### src/rtl/dft_pkg.sv
// package: types and constants for the deferred fault token logic
package dft_pkg;
    localparam int DFT_XLEN       = 64;
    localparam int DFT_GR_WIDTH   = 65;
    localparam int DFT_FR_WIDTH   = 82;
    localparam int DFT_EXC_WIDTH  = 4;
    // fp token: exponent field all-ones minus one, zero significand; encoding kept as one constant
    localparam logic [81:0] DFT_FP_TOKEN = 82'h1FFFE0000000000000000;
    localparam logic [DFT_EXC_WIDTH-1:0] DFT_DEFER_MASK_RESET = 4'hF;
    localparam logic [63:0] DFT_ZERO_DATA = 64'h0;

    typedef enum logic [3:0] {
        DFT_OP_NOP,
        DFT_OP_INT_LOAD,
        DFT_OP_FP_LOAD,
        DFT_OP_FP_PAIR_LOAD,
        DFT_OP_SPEC_INT_LOAD,
        DFT_OP_SPEC_FP_LOAD,
        DFT_OP_SPEC_FP_PAIR_LOAD,
        DFT_OP_COMPUTE,
        DFT_OP_NONSPEC_OTHER,
        DFT_OP_SPEC_CHECK,
        DFT_OP_PRED_WRITE,
        DFT_OP_FLAG_TEST,
        DFT_OP_FP_CLASS
    } dft_op_t;

    typedef struct packed {
        logic                      valid;
        dft_op_t                   op;
        logic                      src_a_fp;
        logic                      src_b_fp;
        logic [DFT_FR_WIDTH-1:0]   src_a;
        logic [DFT_FR_WIDTH-1:0]   src_b;
        logic                      use_b;
        logic                      dst_fp;
        logic [DFT_FR_WIDTH-1:0]   result;
        logic [DFT_EXC_WIDTH-1:0]  exc;
        logic                      ieee_exc;
        logic                      pred_clear_type;
        logic [1:0]                pred_result;
        logic                      class_tests_token;
        logic [63:0]               branch_base;
        logic [63:0]               imm_offset;
    } dft_req_t;

    typedef struct packed {
        logic                      valid;
        logic                      write_dst;
        logic                      dst_fp;
        logic [DFT_FR_WIDTH-1:0]   dst_value;
        logic                      pred_write;
        logic [1:0]                pred_value;
        logic                      branch;
        logic [63:0]               branch_target;
        logic                      raise;
        logic                      poison_fault;
        logic                      sw_handle;
        logic [DFT_EXC_WIDTH-1:0]  exc;
        logic                      ieee_flag;
    } dft_rsp_t;
endpackage : dft_pkg

### src/rtl/dft_token_unit.sv
// deferred fault token generation, propagation, checks and consumption faults
`timescale 1ns/10ps
`default_nettype none

// Operation
// - integer register values are 65 bits: 64 data plus deferred_fault_flag
// - flag of 1 marks a token; data then forced to zero, never relied upon
// - fp registers mark a token by the fp_deferred_fault_pattern encoding
// - a deferred exception writes a token into the destination
// - non-speculative instructions raise exceptions immediately
// - speculative instructions never raise; they record a token
// - loads exist as int_load, fp_load, fp_pair_load and speculative forms
// - register-writing computations are speculative
// - instructions changing other state are non-speculative, special cases aside
// - speculative consumer of a token source writes a token
// - spec_check branches to base plus immediate when its register holds token
// - only speculative loads create tokens; others only propagate
// - ieee fp exceptions go to alternate status, never tokens
// - predicate writers with token source clear or keep all predicates
// - flag_test reads deferred_fault_flag and writes two predicates
// - fp_class detects the fp token, not clearing both when tested for
// - non-speculative read of a token raises poisoned_operand_use_fault
// - privileged mask selects hardware-deferred versus software-handled load faults
module dft_token_unit
    import dft_pkg::*;
(
    input  wire logic                      clk,
    input  wire logic                      rst,
    input  wire dft_req_t                  req,
    input  wire logic [DFT_EXC_WIDTH-1:0]  defer_mask,
    output dft_rsp_t                       rsp
);

    // int flag sits just above the data; fp values hold a whole int value plus 17 bits
    if (DFT_GR_WIDTH != DFT_XLEN + 1 || DFT_FR_WIDTH != DFT_GR_WIDTH + 17) begin : width_check_g
        $error("register widths do not fit the token layout");
    end

    function automatic logic is_token(input logic fp, input logic [DFT_FR_WIDTH-1:0] v);
        if (fp) begin
            return v == DFT_FP_TOKEN;
        end
        return v[DFT_GR_WIDTH-1];
    endfunction : is_token

    function automatic logic [DFT_FR_WIDTH-1:0] make_token(input logic fp);
        if (fp) begin
            return DFT_FP_TOKEN;
        end
        return {17'h0, 1'b1, DFT_ZERO_DATA};
    endfunction : make_token

    // privileged mask is sampled here so a change takes effect cleanly on the next op
    logic [DFT_EXC_WIDTH-1:0] defer_sel;
    always_ff @(posedge clk) begin
        if (rst) begin
            defer_sel <= DFT_DEFER_MASK_RESET;
        end else begin
            defer_sel <= defer_mask;
        end
    end

    logic src_tok;
    logic spec_load;
    logic nonspec_load;
    logic spec_cls;
    logic has_exc;
    logic hw_defer;
    always_comb begin
        src_tok = is_token(req.src_a_fp, req.src_a)
                | (req.use_b & is_token(req.src_b_fp, req.src_b));
        spec_load = req.op inside {DFT_OP_SPEC_INT_LOAD, DFT_OP_SPEC_FP_LOAD,
                                   DFT_OP_SPEC_FP_PAIR_LOAD};
        nonspec_load = req.op inside {DFT_OP_INT_LOAD, DFT_OP_FP_LOAD, DFT_OP_FP_PAIR_LOAD};
        spec_cls = spec_load | (req.op == DFT_OP_COMPUTE);
        has_exc = |req.exc;
        hw_defer = |(req.exc & defer_sel);
    end

    dft_rsp_t next_rsp;
    always_comb begin
        next_rsp = '0;
        next_rsp.valid = req.valid;
        next_rsp.dst_fp = req.dst_fp;
        next_rsp.dst_value = req.result;
        if (req.valid) begin
            unique case (req.op)
                DFT_OP_SPEC_INT_LOAD, DFT_OP_SPEC_FP_LOAD, DFT_OP_SPEC_FP_PAIR_LOAD: begin
                    next_rsp.write_dst = 1'b1;
                    if (src_tok || (has_exc && hw_defer)) begin
                        next_rsp.dst_value = make_token(req.dst_fp);
                    end else if (has_exc) begin
                        next_rsp.write_dst = 1'b0;
                        next_rsp.sw_handle = 1'b1;
                        next_rsp.exc = req.exc;
                    end
                end
                DFT_OP_COMPUTE: begin
                    next_rsp.write_dst = 1'b1;
                    // computations never create tokens, only carry them
                    if (src_tok) begin
                        next_rsp.dst_value = make_token(req.dst_fp);
                    end
                    next_rsp.ieee_flag = req.ieee_exc;
                end
                DFT_OP_INT_LOAD, DFT_OP_FP_LOAD, DFT_OP_FP_PAIR_LOAD, DFT_OP_NONSPEC_OTHER: begin
                    if (src_tok) begin
                        next_rsp.poison_fault = 1'b1;
                    end else if (has_exc) begin
                        next_rsp.raise = 1'b1;
                        next_rsp.exc = req.exc;
                    end else begin
                        next_rsp.write_dst = nonspec_load;
                    end
                end
                DFT_OP_SPEC_CHECK: begin
                    if (is_token(req.src_a_fp, req.src_a)) begin
                        next_rsp.branch = 1'b1;
                        next_rsp.branch_target = 64'(req.branch_base + req.imm_offset);
                    end
                    // no token: nothing written, falls through
                end
                DFT_OP_PRED_WRITE: begin
                    if (src_tok) begin
                        next_rsp.pred_write = req.pred_clear_type;
                        next_rsp.pred_value = 2'h0;
                    end else begin
                        next_rsp.pred_write = 1'b1;
                        next_rsp.pred_value = req.pred_result;
                    end
                end
                DFT_OP_FLAG_TEST: begin
                    next_rsp.pred_write = 1'b1;
                    next_rsp.pred_value = {~req.src_a[DFT_GR_WIDTH-1],
                                           req.src_a[DFT_GR_WIDTH-1]};
                end
                DFT_OP_FP_CLASS: begin
                    next_rsp.pred_write = 1'b1;
                    if (is_token(1'b1, req.src_a) && req.class_tests_token) begin
                        next_rsp.pred_value = 2'h1;
                    end else if (is_token(1'b1, req.src_a)) begin
                        next_rsp.pred_value = 2'h0;
                    end else begin
                        next_rsp.pred_value = req.pred_result;
                    end
                end
                default: begin
                    next_rsp.valid = req.valid;
                end
            endcase
        end
    end

    always_ff @(posedge clk) begin
        if (rst) begin
            rsp <= '0;
        end else begin
            rsp <= next_rsp;
        end
    end

    dft_req_t prev_req;
    logic     prev_tok;
    logic     prev_hw;
    always_ff @(posedge clk) begin
        if (rst) begin
            prev_req <= '0;
            prev_tok <= 1'b0;
            prev_hw <= 1'b0;
        end else begin
            prev_req <= req;
            prev_tok <= src_tok;
            prev_hw <= hw_defer;
        end
    end

    // op classes of the instruction answered this cycle, for the checks below
    logic prev_spec_cls;
    logic prev_spec_load;
    logic prev_nonspec_load;
    logic prev_exc;
    always_ff @(posedge clk) begin
        if (rst) begin
            prev_spec_cls <= 1'b0;
            prev_spec_load <= 1'b0;
            prev_nonspec_load <= 1'b0;
            prev_exc <= 1'b0;
        end else begin
            prev_spec_cls <= spec_cls;
            prev_spec_load <= spec_load;
            prev_nonspec_load <= nonspec_load;
            prev_exc <= has_exc;
        end
    end

    // each check looks at the answer one edge after the op was taken
    spec_no_raise_a: assert property (@(posedge clk) disable iff (rst)
        prev_req.valid && prev_spec_cls |-> !rsp.raise && !rsp.poison_fault)
        else $error("speculative op raised");

    nonspec_poison_a: assert property (@(posedge clk) disable iff (rst)
        prev_req.valid && prev_tok && prev_req.op == DFT_OP_NONSPEC_OTHER |-> rsp.poison_fault)
        else $error("token consumption not faulted");

    propagate_tok_a: assert property (@(posedge clk) disable iff (rst)
        prev_req.valid && prev_tok && prev_req.op == DFT_OP_COMPUTE
        |-> rsp.write_dst && is_token(rsp.dst_fp, rsp.dst_value))
        else $error("token not propagated");

    no_new_tok_a: assert property (@(posedge clk) disable iff (rst)
        prev_req.valid && !prev_tok && prev_req.op == DFT_OP_COMPUTE
        |-> rsp.dst_value == prev_req.result)
        else $error("computation created a token");

    load_defer_a: assert property (@(posedge clk) disable iff (rst)
        prev_req.valid && prev_req.op == DFT_OP_SPEC_INT_LOAD && |prev_req.exc && prev_hw
        |-> rsp.dst_value[DFT_GR_WIDTH-1] && !rsp.raise)
        else $error("speculative load fault not deferred");

    check_branch_a: assert property (@(posedge clk) disable iff (rst)
        prev_req.valid && prev_req.op == DFT_OP_SPEC_CHECK
        |-> rsp.branch == is_token(prev_req.src_a_fp, prev_req.src_a)
            && !rsp.write_dst && !rsp.pred_write)
        else $error("spec_check wrong");

    pred_keep_a: assert property (@(posedge clk) disable iff (rst)
        prev_req.valid && prev_tok && prev_req.op == DFT_OP_PRED_WRITE
        |-> rsp.pred_value == 2'h0 && rsp.pred_write == prev_req.pred_clear_type)
        else $error("token predicate handling wrong");

    flag_test_a: assert property (@(posedge clk) disable iff (rst)
        prev_req.valid && prev_req.op == DFT_OP_FLAG_TEST |-> rsp.pred_value[0] == prev_req.src_a[DFT_GR_WIDTH-1])
        else $error("flag_test result wrong");

    nonspec_raise_a: assert property (@(posedge clk) disable iff (rst)
        prev_req.valid && !prev_tok && |prev_req.exc && prev_req.op == DFT_OP_INT_LOAD
        |-> rsp.raise)
        else $error("non-speculative fault not raised");

    int_tok_layout_a: assert property (@(posedge clk) disable iff (rst)
        prev_req.valid && prev_spec_load && !prev_req.dst_fp && (prev_tok || (prev_exc && prev_hw))
        |-> rsp.dst_value[DFT_GR_WIDTH-1:0] == {1'b1, DFT_ZERO_DATA})
        else $error("int token layout wrong");

    fp_tok_pattern_a: assert property (@(posedge clk) disable iff (rst)
        prev_req.valid && prev_spec_load && prev_req.dst_fp && (prev_tok || (prev_exc && prev_hw))
        |-> rsp.dst_value == DFT_FP_TOKEN)
        else $error("fp token pattern wrong");

    spec_load_tok_a: assert property (@(posedge clk) disable iff (rst)
        prev_req.valid && prev_spec_load && prev_tok
        |-> rsp.write_dst && is_token(rsp.dst_fp, rsp.dst_value))
        else $error("load did not carry token");

    sw_handle_a: assert property (@(posedge clk) disable iff (rst)
        prev_req.valid && prev_spec_load && !prev_tok && prev_exc && !prev_hw
        |-> rsp.sw_handle && !rsp.write_dst && rsp.exc == prev_req.exc)
        else $error("software-handled fault not passed on");

    spec_load_clean_a: assert property (@(posedge clk) disable iff (rst)
        prev_req.valid && prev_spec_load && !prev_tok && !prev_exc
        |-> rsp.write_dst && rsp.dst_value == prev_req.result)
        else $error("clean load altered");

    load_poison_a: assert property (@(posedge clk) disable iff (rst)
        prev_req.valid && prev_nonspec_load && prev_tok |-> rsp.poison_fault && !rsp.write_dst)
        else $error("load of token address not faulted");

    nonspec_exc_a: assert property (@(posedge clk) disable iff (rst)
        prev_req.valid && !prev_tok && prev_exc
        && (prev_nonspec_load || prev_req.op == DFT_OP_NONSPEC_OTHER)
        |-> rsp.raise && !rsp.write_dst && rsp.exc == prev_req.exc)
        else $error("immediate fault missing");

    load_write_a: assert property (@(posedge clk) disable iff (rst)
        prev_req.valid && prev_nonspec_load && !prev_tok && !prev_exc
        |-> rsp.write_dst && !rsp.raise && !rsp.poison_fault)
        else $error("plain load not written");

    other_no_write_a: assert property (@(posedge clk) disable iff (rst)
        prev_req.valid && prev_req.op == DFT_OP_NONSPEC_OTHER |-> !rsp.write_dst)
        else $error("non-register op wrote a register");

    compute_ieee_a: assert property (@(posedge clk) disable iff (rst)
        prev_req.valid && prev_req.op == DFT_OP_COMPUTE
        |-> rsp.write_dst && rsp.ieee_flag == prev_req.ieee_exc && !rsp.sw_handle)
        else $error("ieee status handling wrong");

    check_target_a: assert property (@(posedge clk) disable iff (rst)
        prev_req.valid && prev_req.op == DFT_OP_SPEC_CHECK && is_token(prev_req.src_a_fp, prev_req.src_a)
        |-> rsp.branch_target == 64'(prev_req.branch_base + prev_req.imm_offset))
        else $error("check branch target wrong");

    check_fall_a: assert property (@(posedge clk) disable iff (rst)
        prev_req.valid && prev_req.op == DFT_OP_SPEC_CHECK && !is_token(prev_req.src_a_fp, prev_req.src_a)
        |-> !rsp.branch && !rsp.write_dst && !rsp.pred_write && !rsp.raise && !rsp.poison_fault)
        else $error("fall-through changed state");

    branch_only_check_a: assert property (@(posedge clk) disable iff (rst)
        prev_req.op != DFT_OP_SPEC_CHECK |-> !rsp.branch)
        else $error("branch from a non-check op");

    pred_plain_a: assert property (@(posedge clk) disable iff (rst)
        prev_req.valid && !prev_tok && prev_req.op == DFT_OP_PRED_WRITE
        |-> rsp.pred_write && rsp.pred_value == prev_req.pred_result)
        else $error("predicate result lost");

    flag_pair_a: assert property (@(posedge clk) disable iff (rst)
        prev_req.valid && prev_req.op == DFT_OP_FLAG_TEST
        |-> rsp.pred_write && rsp.pred_value[1] != prev_req.src_a[DFT_GR_WIDTH-1])
        else $error("flag_test complement wrong");

    class_token_a: assert property (@(posedge clk) disable iff (rst)
        prev_req.valid && prev_req.op == DFT_OP_FP_CLASS && prev_req.class_tests_token
        && prev_req.src_a == DFT_FP_TOKEN |-> rsp.pred_write && rsp.pred_value != 2'h0)
        else $error("fp_class cleared both predicates");

    class_plain_a: assert property (@(posedge clk) disable iff (rst)
        prev_req.valid && prev_req.op == DFT_OP_FP_CLASS && prev_req.src_a != DFT_FP_TOKEN
        |-> rsp.pred_write && rsp.pred_value == prev_req.pred_result)
        else $error("fp_class result lost");

    // selection is registered, so a mask change shows one edge later
    mask_reset_a: assert property (@(posedge clk)
        rst |=> defer_sel == DFT_DEFER_MASK_RESET)
        else $error("defer selection not reset");

    mask_follow_a: assert property (@(posedge clk) disable iff (rst)
        !rst |=> defer_sel == $past(defer_mask))
        else $error("defer selection not following mask");

    // main scenarios worth seeing at least once
    cov_defer_c: cover property (@(posedge clk) disable iff (rst)
        rsp.valid && rsp.write_dst && is_token(rsp.dst_fp, rsp.dst_value));
    cov_branch_c: cover property (@(posedge clk) disable iff (rst) rsp.branch);
    cov_poison_c: cover property (@(posedge clk) disable iff (rst) rsp.poison_fault);
    cov_sw_c: cover property (@(posedge clk) disable iff (rst) rsp.sw_handle);
    cov_ieee_c: cover property (@(posedge clk) disable iff (rst) rsp.ieee_flag);

endmodule : dft_token_unit

`default_nettype wire

### config.mk
export PLATFORM = sky130hd
export DESIGN_NAME = dft_token_unit
export DESIGN_NICKNAME = d
export VERILOG_FILES = /design/src/rtl/dft_pkg.sv /design/src/rtl/dft_token_unit.sv
export SDC_FILE = /design/constraint.sdc
export NUM_CORES = 1
export LEC_CHECK = 0
export BUFFER_PORTS_ARGS = -buffer_cell sky130_fd_sc_hd__buf_4
export CORE_AREA = 2 2 218 220
export DETAILED_ROUTE_END_ITERATION = 12
export DIE_AREA = 0 0 220 222
export PLACE_DENSITY = 0.44
export SLEW_MARGIN = 20
export SYNTH_ARGS = -nofsm -noshare
export SYNTH_HDL_FRONTEND = slang
export SYNTH_SLANG_ARGS = --single-unit
### constraint.sdc
create_clock -name clk -period 8 [get_ports clk]
set_input_delay 1.2 -clock clk [delete_from_list [all_inputs] [get_ports clk]]
set_output_delay 1.2 -clock clk [all_outputs]
set_load 0.005 [all_outputs]
==> impl_results.md <==
- Outcome: finished clean
- Total internal power: 1.59 mW
- Placed Cells: 2163
- Top layer in use: met5
- Post-synth top area share: 37.1%
- Largest net degree at the start of global routing: 67
- Min-delay src: defer_sel[2]$_SDFF_PP1_
- Initial antenna violation count: 6
- Drt via density: 4.48
- Share of layout cells above drive strength 1: 38.7%
- Critical path class: in -> reg
- Hold path depth: 4
- Final setup fails: 0
- DRT Wirelength: 43200 microns
- Die X: 220 microns
- Iteration count of the initial detailed-routing pass: 4
- WL met2: 22900 microns
- Multi-input gate area: 0.00533 sq mm
- PostCTS Resize Cnt: 0
- DRC viols: 0
- Layout area overhead: 60.2%
- Buffers on Ports: 558
- CTS Root Cell: clkbuf_16
- Syn_area_per_cell: 8.49 sq um
- Hold Path End: rsp[5]$_SDFF_PP0_
- Post-CTS setup buffer count: 0
- Commonest cells post-synth: 165 x dfxtp_1, 112 x nor2_1, 85 x a21oi_1, 74 x and2_1, 63 x ha_1
- Vias in the first global route: 10.2k
- Startpoint types: primary input
- Area leader, netlist: dfxtp_1
- Seq/Total Area, Yosys: 37.1%
- TNS Setup: 0 ns
- Hold Crit Class: reg -> reg
- Top-count cell post-synth: dfxtp_1
- Worst path max stage delay: 0.61 ns
- CP Cell Sequence: buf_4 > ha_1 > a211oi_1 > o211ai_1 > a21o_1 > a2111oi_0 > o21ai_0 > a31o_2 > a31oi_1 > o21ai_1 > xnor2_1 > nor2_1
- Die Ht: 222 microns
- Finished layout cell area: 0.0143 sq mm
- Synthesized flop and latch total: 165
- Reg power frac: 37.0%
- Hold WS: 0.843 ns
- GRT Total Usage: 17.4%
- WL per Instance: 19.7 microns
- Core ar.: 0.0463 sq mm
- Crit end category: register
- RR Endpoint: rsp[91]$_SDFF_PP0_
- First-pass GRT wire length: 62700 microns
- CTS tree: yes
- Met3 WL: 3300 microns
- Syn nets: 1511
- Clock latency on the worst-skew pair: 0.48 ns
- M1 WL: 16000 microns
- Final Wtd Congestion: 0.828
- Post-layout util: 30.8%
- Actual slew at the worst max-slew pin: 0.790 ns
- FF-to-FF setup slack: 6.13 ns
- Highest clock rate: 232 MHz
- Placed cell area: 0.0137 sq mm
- Critical path arrival: 4.66 ns
- Switching power: 727 uW
- FF-to-FF Start: defer_sel[1]$_SDFF_PP1_
- Cell area after synthesis: 0.00890 sq mm
- Num ports: 559
- Clock Skews: 0.00747 ns
- Clk slew on worst S/H paths: 0.07 ns
- H-tree depth: 4
- CTS Buf Count: 17
- Tmin final: 4.31 ns
- Sw frac: 31.4%
- Asr flop ratio synth: 0%
- Detailed Route Iter0 Violations: 373
- Max cap viols: 0
- Slew Limit Fails: 0
- RSZ-0062 raised after global routing: false
- Clk buf depth: 2
- Fillers: 5016
- Cell at the slowest stage of the critical path: a211oi_1
- Core Rows: 79
- Required time of the critical path: 8.34 ns
- Clock share of power: 36.7%
- Initial Util: 19.2%
- Count of final hold-check violations: 0
- # hold bufs at CTS: 0
- Post-Layout Cell Count: 2196
- Via count: 9835
- Yosys cell types: 66
- HPWL Detailed: 36200 microns
- Final critical-path share of the clock period: 53.9%
- Synth Warn #: 0
- Worst VDD drop: 0.168 mV
- TritonCTS Sinks: 165
- Global route overflow: 0
- Prevailing post-synth register cell: dfxtp_1
- Reg2reg path depth: 6
- Crit path from: req[1]
- Post-Syn Instances: 1049
- Max Fanout on Critical Path: 3
- EDFF count, synth: 0
- Post-route ant nets: 0
- Power Dens Cells: 162 mW/mm^2
- Register area: 0.00330 sq mm
- Die area: 0.0488 sq mm
- Synth top area cells: dfxtp_1 37%, ha_1 8.9%, and2_1 5.2%, a21oi_1 4.8%, a21o_1 4.7%
- Static Leak: 6.74 nW
- Slew headroom: 47.1%
- Fin nets: 2037
- Logic pwr share: 26.2%
-- logic make-up (layout without fill, tap and decap cells) --
logic type	count (synthesis)	in the layout	share of synthesized area, %
AO/OA/AOI/OAI	274	274	20.2
XOR/XNOR	61	61	6.00
adder cells (fa/ha/maj)	64	64	9.08
buffers and inverters	72	611	3.23
flip-flops	165	165	37.1
other	0	1	0
AND/OR/NAND/NOR	413	413	24.4
-- how the worst max path moves through the flow --
| stage | endpoint | slack [ns] | depth (start not counted) |
|---|---|---|---|
| 6_report | rsp[71]$_SDFF_PP0_ | 3.69 | 12 |
| 5_1_grt | rsp[71]$_SDFF_PP0_ | 3.43 | 12 |
| 4_1_cts | rsp[71]$_SDFF_PP0_ | 3.66 | 12 |
| 3_5_place_dp | rsp[71]$_SDFF_PP0_ | 3.11 | 12 |
| 3_3_place_gp | rsp[71]$_SDFF_PP0_ | 3.12 | 12 |
| 2_1_floorplan | rsp[32]$_SDFF_PP0_ | 4.29 | 12 |
-- sequential cells by signal, indices dropped and copies added (netlist names) --
signal     flops
rsp          161
defer_sel      4
-- per-layer routing --
| layer | global-route usage (%) | vias up |
|---|---|---|
| li1 | - | 4809 |
| met4 | 5.00 | 10 |
| met2 | 32.5 | 337 |
| met1 | 18.0 | 4628 |
| met5 | 0 | - |
| met3 | 6.20 | 51 |
-- placed cells by master, fill, tap and decap left out, types with 5 or more instances in the layout --
cell       synthesis  routed
a21o_1            56      56
dfxtp_1          165     165
o21a_1            16      16
nand4_1           30      30
ha_1              63      63
o21ai_0           31      31
nor3_1            29      29
o211ai_1           9       9
nor4_1            34      34
a31oi_1           15      15
a211oi_1           6       6
and3_1             6       6
buf_4              1     562
nor2b_1           10      10
nor4b_1            5       5
a21oi_1           85      85
inv_8              0       8
or2_2              8       8
and2_1            74      74
nand2b_1           9       9
o21ai_1            6       6
or3_1              6       6
inv_1             17      17
xnor2_1           30      30
o21bai_1          15      15
nor2_1           112     112
xor2_1            31      31
clkbuf_16          0      17
nand2_1           57      57
nand3_1           15      15
-- worst max-delay path: cells and delay by family --
kind,cells,cell delay (ns)
and+or+nand+nor,1,0.05
adders and majority gates,1,0.30
buffers and inverters,1,0.12
xor gates and xnor gates,1,0.15
AOI/OAI and AO/OA,8,2.83
-- area by class of cell --
class                   count  share of cell area (%)
multi-input cells         812                    37.4
diodes                      1                  0.0175
clock buffers              18                    3.08
inverters                  17                   0.447
well taps                 607                    5.33
flip-flops and latches    165                    23.2
repair buffers            562                    29.6
clock inverters            14                    1.02
-- per-stage QoR --
step           power [mW]  setup WS [ns]
6_report             2.32           3.69
5_1_grt              2.45           3.43
4_1_cts              2.37           3.66
3_5_place_dp         1.49           3.11
3_3_place_gp         1.49           3.12
2_1_floorplan        1.19           4.29
-- power groups by stage --
stage	Combinational (mW)	Sequential, mW	Clock (mW)
floorplan	0.309	0.879	0
global placement	0.612	0.877	0
detailed placement	0.610	0.877	0
CTS	0.614	0.858	0.894
global route	0.668	0.860	0.926
finish	0.607	0.858	0.851
Power figures use the tool's default switching activity.
